--- src/rtl/agt_pkg.sv ---
package agt_pkg;

  // Register byte offsets on the AXI4-Lite slave.
  localparam logic [3:0]  CTRL_OFF       = 4'h0;
  localparam logic [3:0]  COUNT_OFF      = 4'h4;
  localparam logic [3:0]  PERIOD_OFF     = 4'h8;
  localparam logic [3:0]  STAT_OFF       = 4'hC;

  // Field positions in the timer control word.
  localparam int          CTRL_ON_BIT    = 15;
  localparam int          CTRL_WDIS_BIT  = 12;
  localparam int          CTRL_WIP_BIT   = 11;
  localparam int          CTRL_GATE_BIT  = 7;
  localparam int          CTRL_PS_HI     = 5;
  localparam int          CTRL_PS_LO     = 4;
  localparam int          CTRL_ASYNC_BIT = 2;
  localparam int          CTRL_SLEEP_BIT = 0;

  // Reset values.
  localparam logic [31:0] CTRL_RST       = 32'h0000_0000;
  localparam logic [15:0] PERIOD_RST     = 16'hFFFF;
  localparam logic [15:0] COUNT_RST      = 16'h0000;

  // Anomaly figures.
  localparam logic [2:0]  WAKE_HOLD_EDGES = 3'h5;
  localparam logic [15:0] PERIOD_NO_ROLL  = 16'h0001;
  localparam logic [2:0]  WRITE_GAP_CYC   = 3'h4;

  // AXI responses.
  localparam logic [1:0]  RESP_OKAY      = 2'h0;
  localparam logic [1:0]  RESP_SLVERR    = 2'h2;

endpackage : agt_pkg

--- src/rtl/agt_timer.sv ---
// Contract
// - Async mode: after wake from sleep, count holds for first 5 external edges.
// - Async counter mode drops the first prescaled count tick (the first external rising edge at prescale 1).
// - Async mode with period 0x01 never rolls over, keeps counting.
// - Write-disable bit 12 and write-in-progress bit 11 do nothing.
//
// Local design decisions: the register addresses and the AXI4-Lite slave port.
`timescale 1ns/1ns
module agt_timer
  import agt_pkg::*;
#(
  parameter int WIDTH = 16
) (
  // Clock and reset
  input  wire logic              aclk,
  input  wire logic              aresetn,
  // External count input and gate pin
  input  wire logic              external_count_input,
  input  wire logic              gate_in,
  // AXI4-Lite write address
  input  wire logic [3:0]        s_axi_awaddr,
  input  wire logic              s_axi_awvalid,
  output logic                   s_axi_awready,
  // AXI4-Lite write data
  input  wire logic [31:0]       s_axi_wdata,
  input  wire logic [3:0]        s_axi_wstrb,
  input  wire logic              s_axi_wvalid,
  output logic                   s_axi_wready,
  // AXI4-Lite write response
  output logic [1:0]             s_axi_bresp,
  output logic                   s_axi_bvalid,
  input  wire logic              s_axi_bready,
  // AXI4-Lite read address
  input  wire logic [3:0]        s_axi_araddr,
  input  wire logic              s_axi_arvalid,
  output logic                   s_axi_arready,
  // AXI4-Lite read data
  output logic [31:0]            s_axi_rdata,
  output logic [1:0]             s_axi_rresp,
  output logic                   s_axi_rvalid,
  input  wire logic              s_axi_rready,
  // Status
  output logic                   period_match_q
);

  logic [31:0]      ctrl_q;
  logic [WIDTH-1:0] count_q;
  logic [WIDTH-1:0] period_q;
  logic [2:0]       ext_sync_q;
  logic [2:0]       gate_sync_q;
  logic             ext_lvl_q;
  logic             gate_lvl_q;
  logic             first_edge_q;
  logic [2:0]       wake_cnt_q;
  logic             sleep_prev_q;
  logic [7:0]       ps_cnt_q;
  logic [2:0]       wr_gap_q;
  logic [3:0]       awaddr_q;
  logic             aw_have_q;
  logic [31:0]      wdata_q;
  logic [3:0]       wstrb_q;
  logic             w_have_q;

  wire logic on_w    = ctrl_q[CTRL_ON_BIT];
  wire logic async_w = ctrl_q[CTRL_ASYNC_BIT];
  wire logic gate_w  = ctrl_q[CTRL_GATE_BIT];
  wire logic sleep_w = ctrl_q[CTRL_SLEEP_BIT];
  wire logic [1:0] ps_sel_w = ctrl_q[CTRL_PS_HI:CTRL_PS_LO];

  // Three-flop pin input; a change counts when the last two agree.
  always_ff @(posedge aclk) begin
    if (!aresetn) begin
      ext_sync_q  <= 3'h0;
      gate_sync_q <= 3'h0;
      ext_lvl_q   <= 1'b0;
      gate_lvl_q  <= 1'b0;
    end else begin
      ext_sync_q  <= {ext_sync_q[1:0], external_count_input};
      gate_sync_q <= {gate_sync_q[1:0], gate_in};
      if (ext_sync_q[2] == ext_sync_q[1]) begin
        ext_lvl_q <= ext_sync_q[2];
      end
      if (gate_sync_q[2] == gate_sync_q[1]) begin
        gate_lvl_q <= gate_sync_q[2];
      end
    end
  end

  // Synchroniser flops reset low, the idle level of both pins, so no false edge follows reset.
  wire logic ext_rise_w = (ext_sync_q[2] == ext_sync_q[1]) && ext_sync_q[2] && !ext_lvl_q;

  // Source tick: external edge in async mode, else bus clock (gate applied).
  logic src_tick;
  always_comb begin
    src_tick = 1'b0;
    if (on_w) begin
      if (async_w) begin
        src_tick = ext_rise_w;
      end else if (gate_w) begin
        // Gating with prescaler follows the plain path; that mix is unsupported.
        // gated prescaler unsupported
        src_tick = gate_lvl_q;
      end else begin
        src_tick = 1'b1;
      end
    end
  end

  // Prescaler of 1, 8, 64 or 256.
  // The divider counts source ticks, so in async mode it divides external edges.
  logic [7:0] ps_max;
  always_comb begin
    unique case (ps_sel_w)
      2'b00: ps_max = 8'h00;
      2'b01: ps_max = 8'h07;
      2'b10: ps_max = 8'h3F;
      2'b11: ps_max = 8'hFF;
    endcase
  end

  always_ff @(posedge aclk) begin
    if (!aresetn) begin
      ps_cnt_q <= 8'h00;
    end else if (!on_w) begin
      ps_cnt_q <= 8'h00;
    end else if (src_tick) begin
      ps_cnt_q <= (ps_cnt_q >= ps_max) ? 8'h00 : ps_cnt_q + 8'h01;
    end
  end

  wire logic ps_tick_w = src_tick && (ps_cnt_q >= ps_max);

  // Sleep exit detection and edge swallowing.
  // The wake hold counts raw external edges, so it spans five pulses at any prescale.
  wire logic wake_w = sleep_prev_q && !sleep_w;

  always_ff @(posedge aclk) begin
    if (!aresetn) begin
      sleep_prev_q <= 1'b0;
      wake_cnt_q   <= 3'h0;
      first_edge_q <= 1'b1;
    end else begin
      sleep_prev_q <= sleep_w;
      if (wake_w && async_w) begin
        wake_cnt_q <= WAKE_HOLD_EDGES;
      end else if (src_tick && wake_cnt_q != 3'h0) begin
        wake_cnt_q <= wake_cnt_q - 3'h1;
      end
      if (!on_w || !async_w) begin
        first_edge_q <= 1'b1;
      end else if (ps_tick_w) begin
        first_edge_q <= 1'b0;
      end
    end
  end

  // Dropped edges still step the prescaler; only the count itself is held back.
  wire logic count_en_w = ps_tick_w && !sleep_w &&
                          !(async_w && (first_edge_q || wake_cnt_q != 3'h0));

  // Bus write channel: address and data taken in either order.
  // Readies drop while a response waits, so a second write cannot overrun the first.
  wire logic wr_go_w = aw_have_q && w_have_q && !s_axi_bvalid;
  wire logic cnt_wr_w = wr_go_w && (awaddr_q == COUNT_OFF);

  always_ff @(posedge aclk) begin
    if (!aresetn) begin
      aw_have_q     <= 1'b0;
      w_have_q      <= 1'b0;
      awaddr_q      <= 4'h0;
      wdata_q       <= 32'h0000_0000;
      wstrb_q       <= 4'h0;
      s_axi_bvalid  <= 1'b0;
      s_axi_bresp   <= RESP_OKAY;
    end else begin
      if (s_axi_awvalid && s_axi_awready) begin
        aw_have_q <= 1'b1;
        awaddr_q  <= {s_axi_awaddr[3:2], 2'b00};
      end
      if (s_axi_wvalid && s_axi_wready) begin
        w_have_q <= 1'b1;
        wdata_q  <= s_axi_wdata;
        wstrb_q  <= s_axi_wstrb;
      end
      if (wr_go_w) begin
        aw_have_q    <= 1'b0;
        w_have_q     <= 1'b0;
        s_axi_bvalid <= 1'b1;
        s_axi_bresp  <= (awaddr_q == STAT_OFF) ? RESP_SLVERR : RESP_OKAY;
      end else if (s_axi_bvalid && s_axi_bready) begin
        s_axi_bvalid <= 1'b0;
      end
    end
  end

  always_ff @(posedge aclk) begin
    if (!aresetn) begin
      s_axi_awready <= 1'b0;
      s_axi_wready  <= 1'b0;
    end else begin
      s_axi_awready <= !aw_have_q && !(s_axi_awvalid && s_axi_awready) && !s_axi_bvalid;
      s_axi_wready  <= !w_have_q && !(s_axi_wvalid && s_axi_wready) && !s_axi_bvalid;
    end
  end

  function automatic logic [31:0] merge(input logic [31:0] old_v, input logic [31:0] new_v,
                                        input logic [3:0] strb);
    logic [31:0] r;
    r = old_v;
    for (int i = 0; i < 4; i++) begin
      if (strb[i]) begin
        r[i*8 +: 8] = new_v[i*8 +: 8];
      end
    end
    return r;
  endfunction : merge

  // Control word: bit 12 is stored but steers nothing, bit 11 reads zero.
  always_ff @(posedge aclk) begin
    if (!aresetn) begin
      ctrl_q <= CTRL_RST;
    end else if (wr_go_w && awaddr_q == CTRL_OFF) begin
      ctrl_q <= merge(ctrl_q, wdata_q, wstrb_q) & ~(32'h1 << CTRL_WIP_BIT);
    end
  end

  always_ff @(posedge aclk) begin
    if (!aresetn) begin
      period_q <= PERIOD_RST[WIDTH-1:0];
    end else if (wr_go_w && awaddr_q == PERIOD_OFF) begin
      period_q <= WIDTH'(merge(32'(period_q), wdata_q, wstrb_q));
    end
  end

  // Close count writes are accepted but the behaviour is undefined by contract.
  always_ff @(posedge aclk) begin
    if (!aresetn) begin
      wr_gap_q <= 3'h0;
    end else if (cnt_wr_w) begin
      wr_gap_q <= WRITE_GAP_CYC;
    end else if (wr_gap_q != 3'h0) begin
      wr_gap_q <= wr_gap_q - 3'h1;
    end
  end

  wire logic at_period_w = (count_q == period_q);
  wire logic roll_w = at_period_w && !(async_w && period_q == PERIOD_NO_ROLL[WIDTH-1:0]);

  always_ff @(posedge aclk) begin
    if (!aresetn) begin
      count_q        <= COUNT_RST[WIDTH-1:0];
      period_match_q <= 1'b0;
    end else begin
      period_match_q <= 1'b0;
      if (cnt_wr_w) begin
        count_q <= WIDTH'(merge(32'(count_q), wdata_q, wstrb_q));
      end else if (count_en_w) begin
        if (roll_w) begin
          count_q        <= '0;
          period_match_q <= 1'b1;
        end else begin
          count_q <= count_q + 1'b1;
        end
      end
    end
  end

  // Read channel: one read at a time, data the cycle after the address.
  // Read data is captured with the address, so it cannot change while rvalid waits.
  always_ff @(posedge aclk) begin
    if (!aresetn) begin
      s_axi_arready <= 1'b0;
      s_axi_rvalid  <= 1'b0;
      s_axi_rdata   <= 32'h0000_0000;
      s_axi_rresp   <= RESP_OKAY;
    end else begin
      s_axi_arready <= !s_axi_rvalid && !(s_axi_arvalid && s_axi_arready);
      if (s_axi_arvalid && s_axi_arready) begin
        s_axi_rvalid <= 1'b1;
        s_axi_rresp  <= RESP_OKAY;
        unique case ({s_axi_araddr[3:2], 2'b00})
          CTRL_OFF:   s_axi_rdata <= ctrl_q;
          COUNT_OFF:  s_axi_rdata <= 32'(count_q);
          PERIOD_OFF: s_axi_rdata <= 32'(period_q);
          STAT_OFF:   s_axi_rdata <= {24'h0, wake_cnt_q, first_edge_q, wr_gap_q != 3'h0,
                                      gate_lvl_q, ext_lvl_q, sleep_w};
          default:    s_axi_rdata <= 32'h0000_0000;
        endcase
      end else if (s_axi_rvalid && s_axi_rready) begin
        s_axi_rvalid <= 1'b0;
      end
    end
  end

endmodule : agt_timer

--- config.mk ---
export PLATFORM = sky130hd
export DESIGN_NAME = agt_timer
export DESIGN_NICKNAME = d
export VERILOG_FILES = /design/src/rtl/agt_pkg.sv /design/src/rtl/agt_timer.sv
export SDC_FILE = /design/constraint.sdc
export NUM_CORES = 1
export LEC_CHECK = 0
export BUFFER_PORTS_ARGS = -buffer_cell sky130_fd_sc_hd__buf_2
export CORE_MARGIN = 2
export CORE_UTILIZATION = 62
export DETAILED_ROUTE_END_ITERATION = 6
export GPL_TIMING_DRIVEN = 1
export PLACE_DENSITY_LB_ADDON = 0.05
export SYNTH_ARGS = -nofsm -noshare
export SYNTH_HDL_FRONTEND = slang
export SYNTH_SLANG_ARGS = --single-unit
--- constraint.sdc ---
create_clock -name aclk -period 4.37 [get_ports aclk]
set_input_delay 0.6555 -clock aclk [delete_from_list [all_inputs] [get_ports aclk]]
set_output_delay 0.6555 -clock aclk [all_outputs]
set_load 0.01 [all_outputs]
# Word-level counts from Yosys, hierarchy flattened
# Index checks and enable logic that the tools add are counted.
[word_totals] ff_bits=167 in_bits=53 output_inout_bits=42 word_cells=140
[op_classes] n_addsub=4 n_lt_le_gt_ge=1 eq_ne=15 n_mux=21 bitwise_logic=2 reduce_logical=65
[ops] operator="32-bit case mux with 4 select lines" count=1
[ops] operator="16-bit two-way mux" count=3
[ops] operator="8-bit case mux with 4 select lines" count=1
[ops] operator="1-bit logical AND" count=26
[ops] operator="8-bit two-way mux" count=3
[ops] operator="2-bit AND reduction" count=9
[ops] operator="16-bit by 1-bit adder with 16-bit output, second input constant" count=1
[ops] operator="16-bit by 1-bit == test with 1-bit output, second input constant" count=1
[ops] operator="16-bit == test" count=1
[ops] operator="1-bit zero test" count=13
[ops] operator="2-bit == test, second input constant" count=6
[ops] operator="3-bit two-way mux" count=4
[ops] operator="2-bit nonzero test" count=5
[ops] operator="8-bit by 1-bit adder with 8-bit output, second input constant" count=1
[ops] operator="8-bit greater-or-equal comparator" count=1
[ops] operator="1-bit two-way mux" count=8
[ops] operator="2-bit OR reduction" count=4
[ops] operator="2-bit by 1-bit == test with 1-bit output, second input constant" count=3
[ops] operator="3-bit nonzero test" count=2
[ops] operator="3-bit by 1-bit subtractor with 3-bit output, second input constant" count=2
[ops] operator="2-bit zero test" count=2
[ops] operator="4-bit zero test" count=1
[ops] operator="2-bit inequality test, second input constant" count=2
[ops] operator="3-bit OR reduction" count=1
[ops] operator="other kinds (4)" count=7

# Longest topological paths before layout
# Gate-level depths: netlist (run 1).
[depth] depth_word=10 depth_mapped=9 ltp_nobuf=8

# Least setup slack after synthesis (run 1)
# No wires, ideal clock.
[synth_path] path_type="flip-flop to flip-flop" start="register ctrl_q[5]" end="register count_q[11]" setup_time_ps=120 arrival_ps=2085 t_required_ps=4250 slack_ps=2166 path_stages_with_launch=10 n_path_buf=1 synth_period_minus_slack_ps=2204 path_cell_list="dfxtp_1 nand2_1 ha_1 and3_1 nand3_1 o31a_1 or2_0 buf_2 a32o_1 a211o_1"
[synth_between] elab_chain_len=8 elab_cells_between_ends=11 classes_between="order compare: 1; eq/ne: 3; mux: 1; reduce/logical: 6"
[synth_rtl] element="from (decl)" line_no="agt_timer.sv:46" text="logic [31:0] ctrl_q;"
[synth_rtl] element="from (signal assigned)" line_no="agt_timer.sv:223" text="ctrl_q <= merge(ctrl_q, wdata_q, wstrb_q) & ~(32'h1 << CTRL_WIP_BIT);"
[synth_rtl] element="2-bit == test, or another cell as far along" line_no="agt_timer.sv:113" text="unique case (ps_sel_w)"
[synth_rtl] element="8-bit case mux with 4 select lines (*)" line_no="agt_timer.sv:113"
[synth_rtl] element="8-bit greater-or-equal comparator (*)" line_no="agt_timer.sv:131" text="wire logic ps_tick_w = src_tick && (ps_cnt_q >= ps_max);"
[synth_rtl] element="1-bit logical AND (*)" line_no="agt_timer.sv:131"
[synth_rtl] element="1-bit logical AND (*) (2 in series)" line_no="agt_timer.sv:158" text="wire logic count_en_w = ps_tick_w && !sleep_w &&"
[synth_rtl] element="2-bit nonzero test (no line) (*)"
[synth_rtl] element="2-bit AND reduction (no line) (*)"
[synth_rtl] element="to (signal assigned)" line_no="agt_timer.sv:251" text="count_q <= COUNT_RST[WIDTH-1:0];"
[synth_rtl] element="to (signal assigned)" line_no="agt_timer.sv:256" text="count_q <= WIDTH'(merge(32'(count_q), wdata_q, wstrb_q));"
[synth_rtl] element="to (signal assigned)" line_no="agt_timer.sv:262" text="count_q <= count_q + 1'b1;"
[synth_rtl] element="to (decl)" line_no="agt_timer.sv:47" text="logic [WIDTH-1:0] count_q;"
# Every way passes the cells marked *; elsewhere a longest branch is shown, timed or not.
# A chain may end at the register's enable or synchronous reset.

# Final worst setup path (run 1)
[layout_path] start="register ctrl_q[5]" end="register count_q[7]"
# Same word-level chain as after synthesis.

==> out/qor.txt, run 1 <==
multi-input logic area - 3590 um2
area delta synth->final - 14.7%
r2r endpoint - count_q[7]
Avg WL per Cell - 16.9 um
initial antenna violation count - 0
RSZ-0062 raised after global routing - no
leakage - 3.25 nW
hold-fix buffers at CTS - 0
Routed Antenna Nets - 0
Tot GR Track Use - 29.2%
Tightest Pin Transition - 1.11 ns
routed wire length - 17.7 mm
Yosys reg bits - 166
via count of the first global-routing pass - 6090
largest family of logic cells by synthesized area - simple AND/OR/NAND/NOR gates
crit end category - flop
fin crit share - 62.8%
top sig layer - met4
adder-cell share of the synthesized area - 2.26%
Max Slew Vio Count - 0
FF/Latch Area - 3320 um2
WHS Path Cells - 2
Post-Route M1 WL - 7.90 mm
PD cells - 411 nW/um2
TritonCTS Sinks - 166
Final Setup Violations - 0
routed vias/inst - 5.98
clk slew on worst S/H paths - 0.06 ns
layout cells sized above 1 - 17.5%
CP Launch Point - ctrl_q[5]
Max Clock Freq - 364 MHz
Setup crit end - count_q[7]
VDD IR max - 0.000420 V
via count - 6241
Worst Reg-to-Reg Cells - 8
post-route cell area - 8250 um2
clk root buf - clkbuf_16
outcome - finished, final reports clean
mux contribution to synthesized area - 5.68%
# IOs - 95
Simple-Gate Fraction of Synth Area - 22.4%
DP Area - 7630 um2
diode count - 0
Cell Area, Synth - 7190 um2
Nets - 955
initial DRC count - 599
drt first pass iters - 5
pin count of the biggest net entering global routing - 58
top_reg_cell synth - dfxtp_1
TritonCTS buffer count - 17
Slew headroom - 26.0%
met3 WL post-DR - 1.28 mm
Max Clock Skew - 0.00653 ns
total of max-cap violations - 0
Syn Inst Count - 828
row count - 39
Die Ht - 112 um
hpwl dp - 12.1 mm
placed cell count - 1013
Port Buffers - 87
Distinct cells, synth - 69
Critical R2R Launch - ctrl_q[5]
startpoint types - flop
Skew-Pair Late Insertion Delay - 0.43 ns
Setup CP Type - reg -> reg
minimum clock period - 2.74 ns
CTS H-tree depth - 4
detailed route wirelength on metal2 - 8.23 mm
DR DRC count - 0
crit path DAT - 3.09 ns
critical path required time - 4.72 ns
GPL Wtd Cong - 0.876
yosys warns - 0
CTS max path bufs - 2
Non-Filler Instances - 1044
R2R setup slack - 1.63 ns
CTS tree - yes
Compound-Gate Fraction of Synth Area - 16.2%
first-pass GRT wire length - 29.1 mm
filler cell count - 893
Synth Area in XOR/XNOR - 3.05%
Crit Path Max Fanout - 8
Hold/Removal Path Class - in -> reg
Final Hold Viols - 0
register area share after synthesis - 46.2%
Core Region - 11400 um2
setup TNS - 0 ns
cts repair resizes - 0
Initial Util - 63.2%
Post-synth EDFFs - 0
Die Footprint - 12500 um2
Remaining Overflow, GRT - 0
Avg Synthesized Cell Area - 8.68 um2
ys async rst share - 0%
postcts setup bufs - 0
die width - 112 um
[placed cells by master, fill, tap and decap left out, drive strengths merged, types with 5 or more instances in the layout]
cell type,synthesis,routed
and2,11,11
ha,13,13
a22o,19,19
xnor2,22,22
o31ai,6,6
nand4,14,14
mux2i,25,25
mux4,7,7
and3,6,6
clkinv,1,5
dfxtp,166,166
a21oi,96,96
clkbuf,37,21
nor2,45,45
nor3,15,15
a22oi,5,5
o21ai,8,8
nor4,5,5
nand3,56,56
inv,9,11
nand2,174,174
nand2b,5,5
buf,19,96
a211oi,10,10
[how the worst min path moves through the flow]
stage	end	slack, ns	startpoint
floorplan	ext_sync_q[1]	0.41	ext_sync_q[0]
global placement	gate_sync_q[1]	0.43	gate_sync_q[0]
detailed placement	ext_sync_q[1]	0.42	ext_sync_q[0]
CTS	gate_sync_q[0]	0.42	gate_in
global route	ext_sync_q[0]	0.43	external_count_input
finish	gate_sync_q[0]	0.44	gate_in
[critical path, stage by stage (launching register included)]
cell	delay (ns)
dfxtp_1	0.43
inv_1	0.12
ha_1	0.32
a21o_1	0.18
a221oi_1	0.27
o31a_1	0.40
or2_0	0.51
a221oi_1	0.18
nor3_1	0.23
[cells by family (layout without fill, tap and decap cells)]
| group | count (synthesis) | after routing |
|---|---|---|
| simple gates | 349 | 349 |
| compound gates | 176 | 176 |
| flops | 166 | 166 |
| buf+inv | 66 | 137 |
| mux | 32 | 32 |
| xor+xnor | 25 | 25 |
| fa+ha+maj | 13 | 13 |
| other cells | 1 | 3 |
[through the flow]
stage | total power (W) | hold slack [ns] | setup slack, ns | utilization, %
2_1_floorplan | 0.00179 | 0.412 | 2.17 | -
3_3_place_gp | 0.00186 | 0.434 | 1.79 | 67.1
3_5_place_dp | 0.00187 | 0.422 | 1.70 | 67.1
4_1_cts | 0.00341 | 0.422 | 1.67 | 72.5
5_1_grt | 0.00350 | 0.433 | 1.47 | 72.5
6_report | 0.00339 | 0.436 | 1.63 | 72.5
[per-layer routing]
layer	track usage (%)	vias to the layer above
met5	0	-
met3	7.19	31
met1	39.9	2977
met2	45.5	212
li1	-	3021
met4	10.1	0
[where the power goes]
| part | switching [W] | internal [W] | leakage (nW) | total (W) |
|---|---|---|---|---|
| combinational | 0.000144 | 0.0000959 | 1.61 | 0.000240 |
| sequential | 0.0000413 | 0.00156 | 1.35 | 0.00160 |
| clock | 0.000605 | 0.000946 | 0.301 | 0.00155 |
[cell type report]
| type | instances | area share [%] |
|---|---|---|
| clock buffers | 21 | 5.71 |
| clock inverters | 10 | 1.76 |
| inverters | 10 | 0.455 |
| multi-input cells | 598 | 43.5 |
| flip-flops and latches | 166 | 40.3 |
| well taps | 143 | 2.17 |
| repair buffers | 96 | 6.10 |
[sequential cells by signal, indices dropped and copies added, names as in the netlist, 4 cells and up]
| register | count |
|---|---|
| wdata_q | 32 |
| count_q | 16 |
| wstrb_q | 4 |
| s_axi_rdata | 32 |
| ps_cnt_q | 8 |
| ctrl_q | 31 |
| period_q | 16 |
[synthesized netlist by cell type, types with 6 or more instances]
master	instances	area, um2
o31ai_1	6	45.0
a211oi_1	10	75.1
clkbuf_1	37	139
mux2i_1	25	250
nor2_1	44	165
mux4_2	7	158
xnor2_1	22	193
nand4_1	13	81.3
a21oi_1	92	460
nand2_1	174	653
nor3_1	13	65.1
ha_1	13	163
and2_1	11	68.8
a22o_1	19	166
dfxtp_1	166	3320
and3_1	6	37.5
nand3_1	55	275
buf_2	11	55.1
inv_1	9	33.8
(Power assumes the default switching activity.)
==> inputs of run 2 (changes only) <==
- ABC_AREA: unset -> 1
- CORE_UTILIZATION: 62 -> 52
- clock period: 4.37 -> 2.45 ns (I/O delays scaled with it)
==> out/qor.txt, run 2 <==
Final Hold Viols - 0
post-route cell area - 8650 um2
CTS tree - yes
Port Buffers - 87
Distinct cells, synth - 46
Remaining Overflow, GRT - 0
Post-synth EDFFs - 0
Syn Inst Count - 1014
CTS max path bufs - 2
first-pass GRT wire length - 30.8 mm
Crit Path Max Fanout - 32
Initial Util - 53.6%
Hold/Removal Path Class - in -> reg
outcome - finished, final reports clean
Avg WL per Cell - 14.7 um
Setup CP Type - reg -> reg
Max Slew Vio Count - 0
RSZ-0062 raised after global routing - no
TritonCTS buffer count - 17
via count - 6727
DR DRC count - 0
register area share after synthesis - 44.1%
Comb pwr share - 7.5%
commonest non-fill, non-tap cells in the layout - nand2_1, dfxtp_1, nor2_1
ys async rst share - 0%
area delta synth->final - 14.9%
sw frac - 24.5%
Routed Antenna Nets - 0
sequential power share - 46.9%
via count of the first global-routing pass - 6043
routed vias/inst - 5.27
Nets - 1150
Cell Area, Synth - 7530 um2
row count - 43
hold-fix buffers at CTS - 0
fin crit share - 83.1%
post-synth top area cell - dfxtp_1
Die Ht - 124 um
TritonCTS Sinks - 166
Tot GR Track Use - 24.4%
# IOs - 95
layout cells sized above 1 - 16.9%
count leader, synth - nand2_1
Tightest Pin Transition - 0.666 ns
Synth area leaders - dfxtp_1, nand2_1, o21ai_0
switching pwr - 0.00150 W
routed wire length - 18.8 mm
drt first pass iters - 5
Yosys top cell area share - 44.1%
Skew-Pair Late Insertion Delay - 0.43 ns
Synth top cells by count - nand2_1, dfxtp_1, nor2_1
startpoint types - flop
Die Footprint - 15500 um2
crit end category - flop
Avg Synthesized Cell Area - 7.43 um2
yosys warns - 0
critical path required time - 2.77 ns
Slew headroom - 55.5%
diode count - 0
crit path DAT - 2.36 ns
minimum clock period - 2.04 ns
initial antenna violation count - 0
Core Region - 14000 um2
setup TNS - 0 ns
total of max-cap violations - 0
leakage - 3.82 nW
Max Clock Skew - 0.0117 ns
pin count of the biggest net entering global routing - 148
Final Setup Violations - 0
CTS H-tree depth - 4
largest registers - s_axi_rdata x32, wdata_q x32, ctrl_q x31
clk root buf - clkbuf_16
postcts setup bufs - 0
initial DRC count - 451
hpwl dp - 12.8 mm
Cell Int Power - 0.00461 W
GPL Wtd Cong - 0.859
Yosys reg bits - 166
die width - 124 um
clk slew on worst S/H paths - 0.07 ns
VDD IR max - 0.000517 V
Max Clock Freq - 491 MHz
top_reg_cell synth - dfxtp_1
DP Area - 8040 um2
Clk pwr share - 45.6%
PD cells - 706 nW/um2
cts repair resizes - 0
most common cell after layout, fill and taps aside - nand2_1
## run 2: worst max-delay path: stages (launching register included)
cell and delay [ns]:
dfxtp_1 0.39, nor2_1 0.08, ha_1 0.29, inv_1 0.06, nand2_1 0.04, nand2_1 0.05
nand2_1 0.05, nand3_1 0.06, nand2_1 0.05, nand2_1 0.05, nand2_1 0.11, nand4_4 0.09
buf_4 0.37, nand3_1 0.13, nand2_1 0.08, nor2_1 0.04
## run 2: cell families (layout without fill, tap and decap cells)
kind of cell	after synthesis	count (layout)	synth area share (%)
buf+inv	163	244	9.23
flops	166	166	44.1
other cells	1	3	0.0498
xor+xnor	17	17	1.98
simple gates	430	430	25.6
compound gates	224	224	16.9
fa+ha+maj	13	13	2.16
## run 2: worst paths after layout
check / cells after the start / start / to / slack, ns
max reg2reg: 15 / ctrl_q[5] / count_q[15] / 0.41
max: 15 / ctrl_q[5] / count_q[15] / 0.41
min: 3 / gate_in / gate_sync_q[0] / 0.13
min reg2reg: 2 / gate_sync_q[0] / gate_sync_q[1] / 0.41
## run 2: power by group through the flow
| stage | clock, W | combinational (W) | sequential [W] |
|---|---|---|---|
| floorplan | 0 | 0.000307 | 0.00291 |
| global placement | 0 | 0.000458 | 0.00293 |
| detailed placement | 0 | 0.000461 | 0.00293 |
| CTS | 0.00282 | 0.000464 | 0.00287 |
| global route | 0.00295 | 0.000526 | 0.00288 |
| finish | 0.00278 | 0.000460 | 0.00287 |
## run 2: per-layer routing
| layer | vias up | track usage (%) | wire [um] | share of wire [%] |
|---|---|---|---|---|
| met5 | - | 0 | 0 | 0 |
| met4 | 0 | 7.67 | 365 | 1.9 |
| met3 | 26 | 5.37 | 1030 | 5.5 |
| met2 | 183 | 39.7 | 8750 | 46 |
| met1 | 3049 | 32.5 | 8680 | 46 |
| li1 | 3469 | - | - | - |
## run 2: layout make-up
| type | count | area [um2] |
|---|---|---|
| fillers | 1319 | 5390 |
| multi-input cells | 687 | 3520 |
| flip-flops and latches | 166 | 3320 |
| repair buffers | 100 | 548 |
| clock buffers | 19 | 443 |
| inverters | 112 | 422 |
| well taps | 180 | 225 |
| clock inverters | 13 | 171 |
## run 2: metrics by stage
stage	power [W]	instances	util, %	hold WS (ns)	setup WS [ns]
finish	0.00611	1277	61.6	0.126	0.413
global route	0.00635	1277	61.6	0.141	0.205
CTS	0.00615	1277	61.6	0.116	0.418
detailed placement	0.00339	1245	57.3	0.403	0.456
global placement	0.00338	1245	57.3	0.405	0.485
floorplan	0.00322	1016	-	0.390	0.787
==> inputs of run 3 (changes only) <==
- ABC_AREA: 1 -> 0
- CORE_UTILIZATION: 52 -> 57
- clock period: 2.45 -> 2.05 ns (I/O delays scaled with it)
==> out/qor.txt, run 3 (synthesis gave the netlist of run 1 again) <==
Setup CP Type - reg -> reg
GPL Wtd Cong - 0.939
Non-Filler Instances - 1146
DR DRC count - 0
Worst path top cell family by delay - compound AO/OA/AOI/OAI gates
DP Area - 8270 um2
filler cell count - 941
CTS tree - yes
hpwl dp - 13.9 mm
Slew headroom - 19.5%
crit end category - flop
routed wire length - 20.1 mm
CTS max path bufs - 2
Final Hold Viols - 0
Routed Antenna Nets - 0
PD cells - 796 nW/um2
Nets - 1028
crit path DAT - 2.56 ns
post-route cell area - 9170 um2
initial DRC count - 784
row count - 41
Die Ht - 116 um
placed cell count - 1109
pin count of the biggest net entering global routing - 102
routed vias/inst - 5.85
area delta synth->final - 27.6%
# IOs - 95
Avg WL per Cell - 17.5 um
Layout Utilization - 73.6%
Hold/Removal Path Class - in -> reg
critical-path cell list - nand2_4 -> ha_4 -> a21o_1 -> a221oi_2 -> o31a_1 -> buf_6 -> o21ai_4 -> o211a_4 -> a211o_1
setup TNS - -2.39 ns
VDD IR max - 0.000824 V
Worst Setup Slack, final - -0.197 ns
Tightest Pin Transition - 1.20 ns
Skew-Pair Late Insertion Delay - 0.43 ns
CP Launch Point - ctrl_q[5]
crit path max-delay cell type - dfxtp_4
Port Buffers - 87
Initial Util - 57.7%
TritonCTS Sinks - 166
via count - 6705
largest registers - s_axi_rdata x32, wdata_q x32, ctrl_q x31
Final Setup Violations - 25
minimum clock period - 2.25 ns
RSZ-0062 raised after global routing - yes
diode count - 0
leakage - 3.71 nW
Max Clock Skew - 0.00993 ns
Tot GR Track Use - 30.2%
first-pass GRT wire length - 31.5 mm
clk root buf - clkbuf_16
CP peak stage delay - 0.40 ns
Die Footprint - 13500 um2
Max Clock Freq - 445 MHz
commonest non-fill, non-tap cells in the layout - nand2_1, dfxtp_1, a21oi_1
initial antenna violation count - 0
Max Slew Vio Count - 0
fin crit share - 110%
via count of the first global-routing pass - 6182
total of max-cap violations - 0
outcome - complete, but fails checks
pre-CTS setup slack - -0.358 ns
Critical R2R Launch - ctrl_q[5]
drt first pass iters - 5
clk slew on worst S/H paths - 0.06 ns
hold path startpoint - gate_in
startpoint types - flop
TritonCTS buffer count - 17
most common cell after layout, fill and taps aside - nand2_1
CTS H-tree depth - 4
critical path required time - 2.37 ns
Remaining Overflow, GRT - 0
failing checks - negative setup slack
layout cells sized above 1 - 27.3%
die width - 116 um
WP buf/inv - 1
Core Region - 12500 um2
Crit Path Max Fanout - 4
-- run 3: cell count changes in the layout (fill, tap and decap cells not counted), moves of 22 or more --
| cell | previous run | this run |
|---|---|---|
| nor2_1 | 123 | 42 |
| xnor2_1 | 0 | 22 |
| mux2i_1 | 0 | 25 |
| a21oi_1 | 64 | 88 |
| o21ai_0 | 98 | 3 |
| buf_4 | 13 | 69 |
| inv_1 | 96 | 7 |
-- run 3: layout make-up --
type,instances,area (um2),share of cell area [%]
tap,172,215,2.35
sequential,166,3330,36.3
clock buffer,22,484,5.28
timing repair buffer,169,1130,12.4
inverter,10,40.0,0.437
clock inverter,9,140,1.53
multi-input combinational,598,3830,41.7
-- run 3: through the flow --
| stage | total power [W] | hold slack [ns] |
|---|---|---|
| after floorplan | 0.00381 | 0.412 |
| after global placement | 0.00398 | 0.428 |
| after detailed placement | 0.00401 | 0.433 |
| after CTS | 0.00732 | 0.0836 |
| after global routing | 0.00755 | 0.0789 |
| final | 0.00730 | 0.0890 |
-- run 3: path summary, 6_finish.rpt --
check | to | cells after the start | slack, ns
setup / recovery | count_q[2] | 9 | -0.20
hold / removal | gate_sync_q[0] | 2 | 0.09
setup reg to reg | count_q[2] | 9 | -0.20
hold reg to reg | gate_sync_q[1] | 1 | 0.45
-- run 3: power breakdown --
| group | internal, W | total (W) | switching [W] |
|---|---|---|---|
| Combinational | 0.000222 | 0.000543 | 0.000320 |
| Sequential | 0.00332 | 0.00340 | 0.0000808 |
| Clock | 0.00205 | 0.00335 | 0.00130 |
-- run 3: metal layers --
| metal | part of all wire (%) | global-route usage, % | vias up |
|---|---|---|---|
| li1 | - | - | 3168 |
| met1 | 43 | 41.7 | 3205 |
| met2 | 47 | 47.8 | 296 |
| met3 | 7.8 | 6.64 | 36 |
| met4 | 1.5 | 8.81 | 0 |
| met5 | 0 | 0 | - |
-- run 3: timing repair --
item / in CTS / in global routing
gates resized for setup: 34 / 16
buffers inserted: 4 / 2
hold buffers: 0 / 0
pin swaps: 17 / 9
endpoints found under the setup margin: 24 / 26
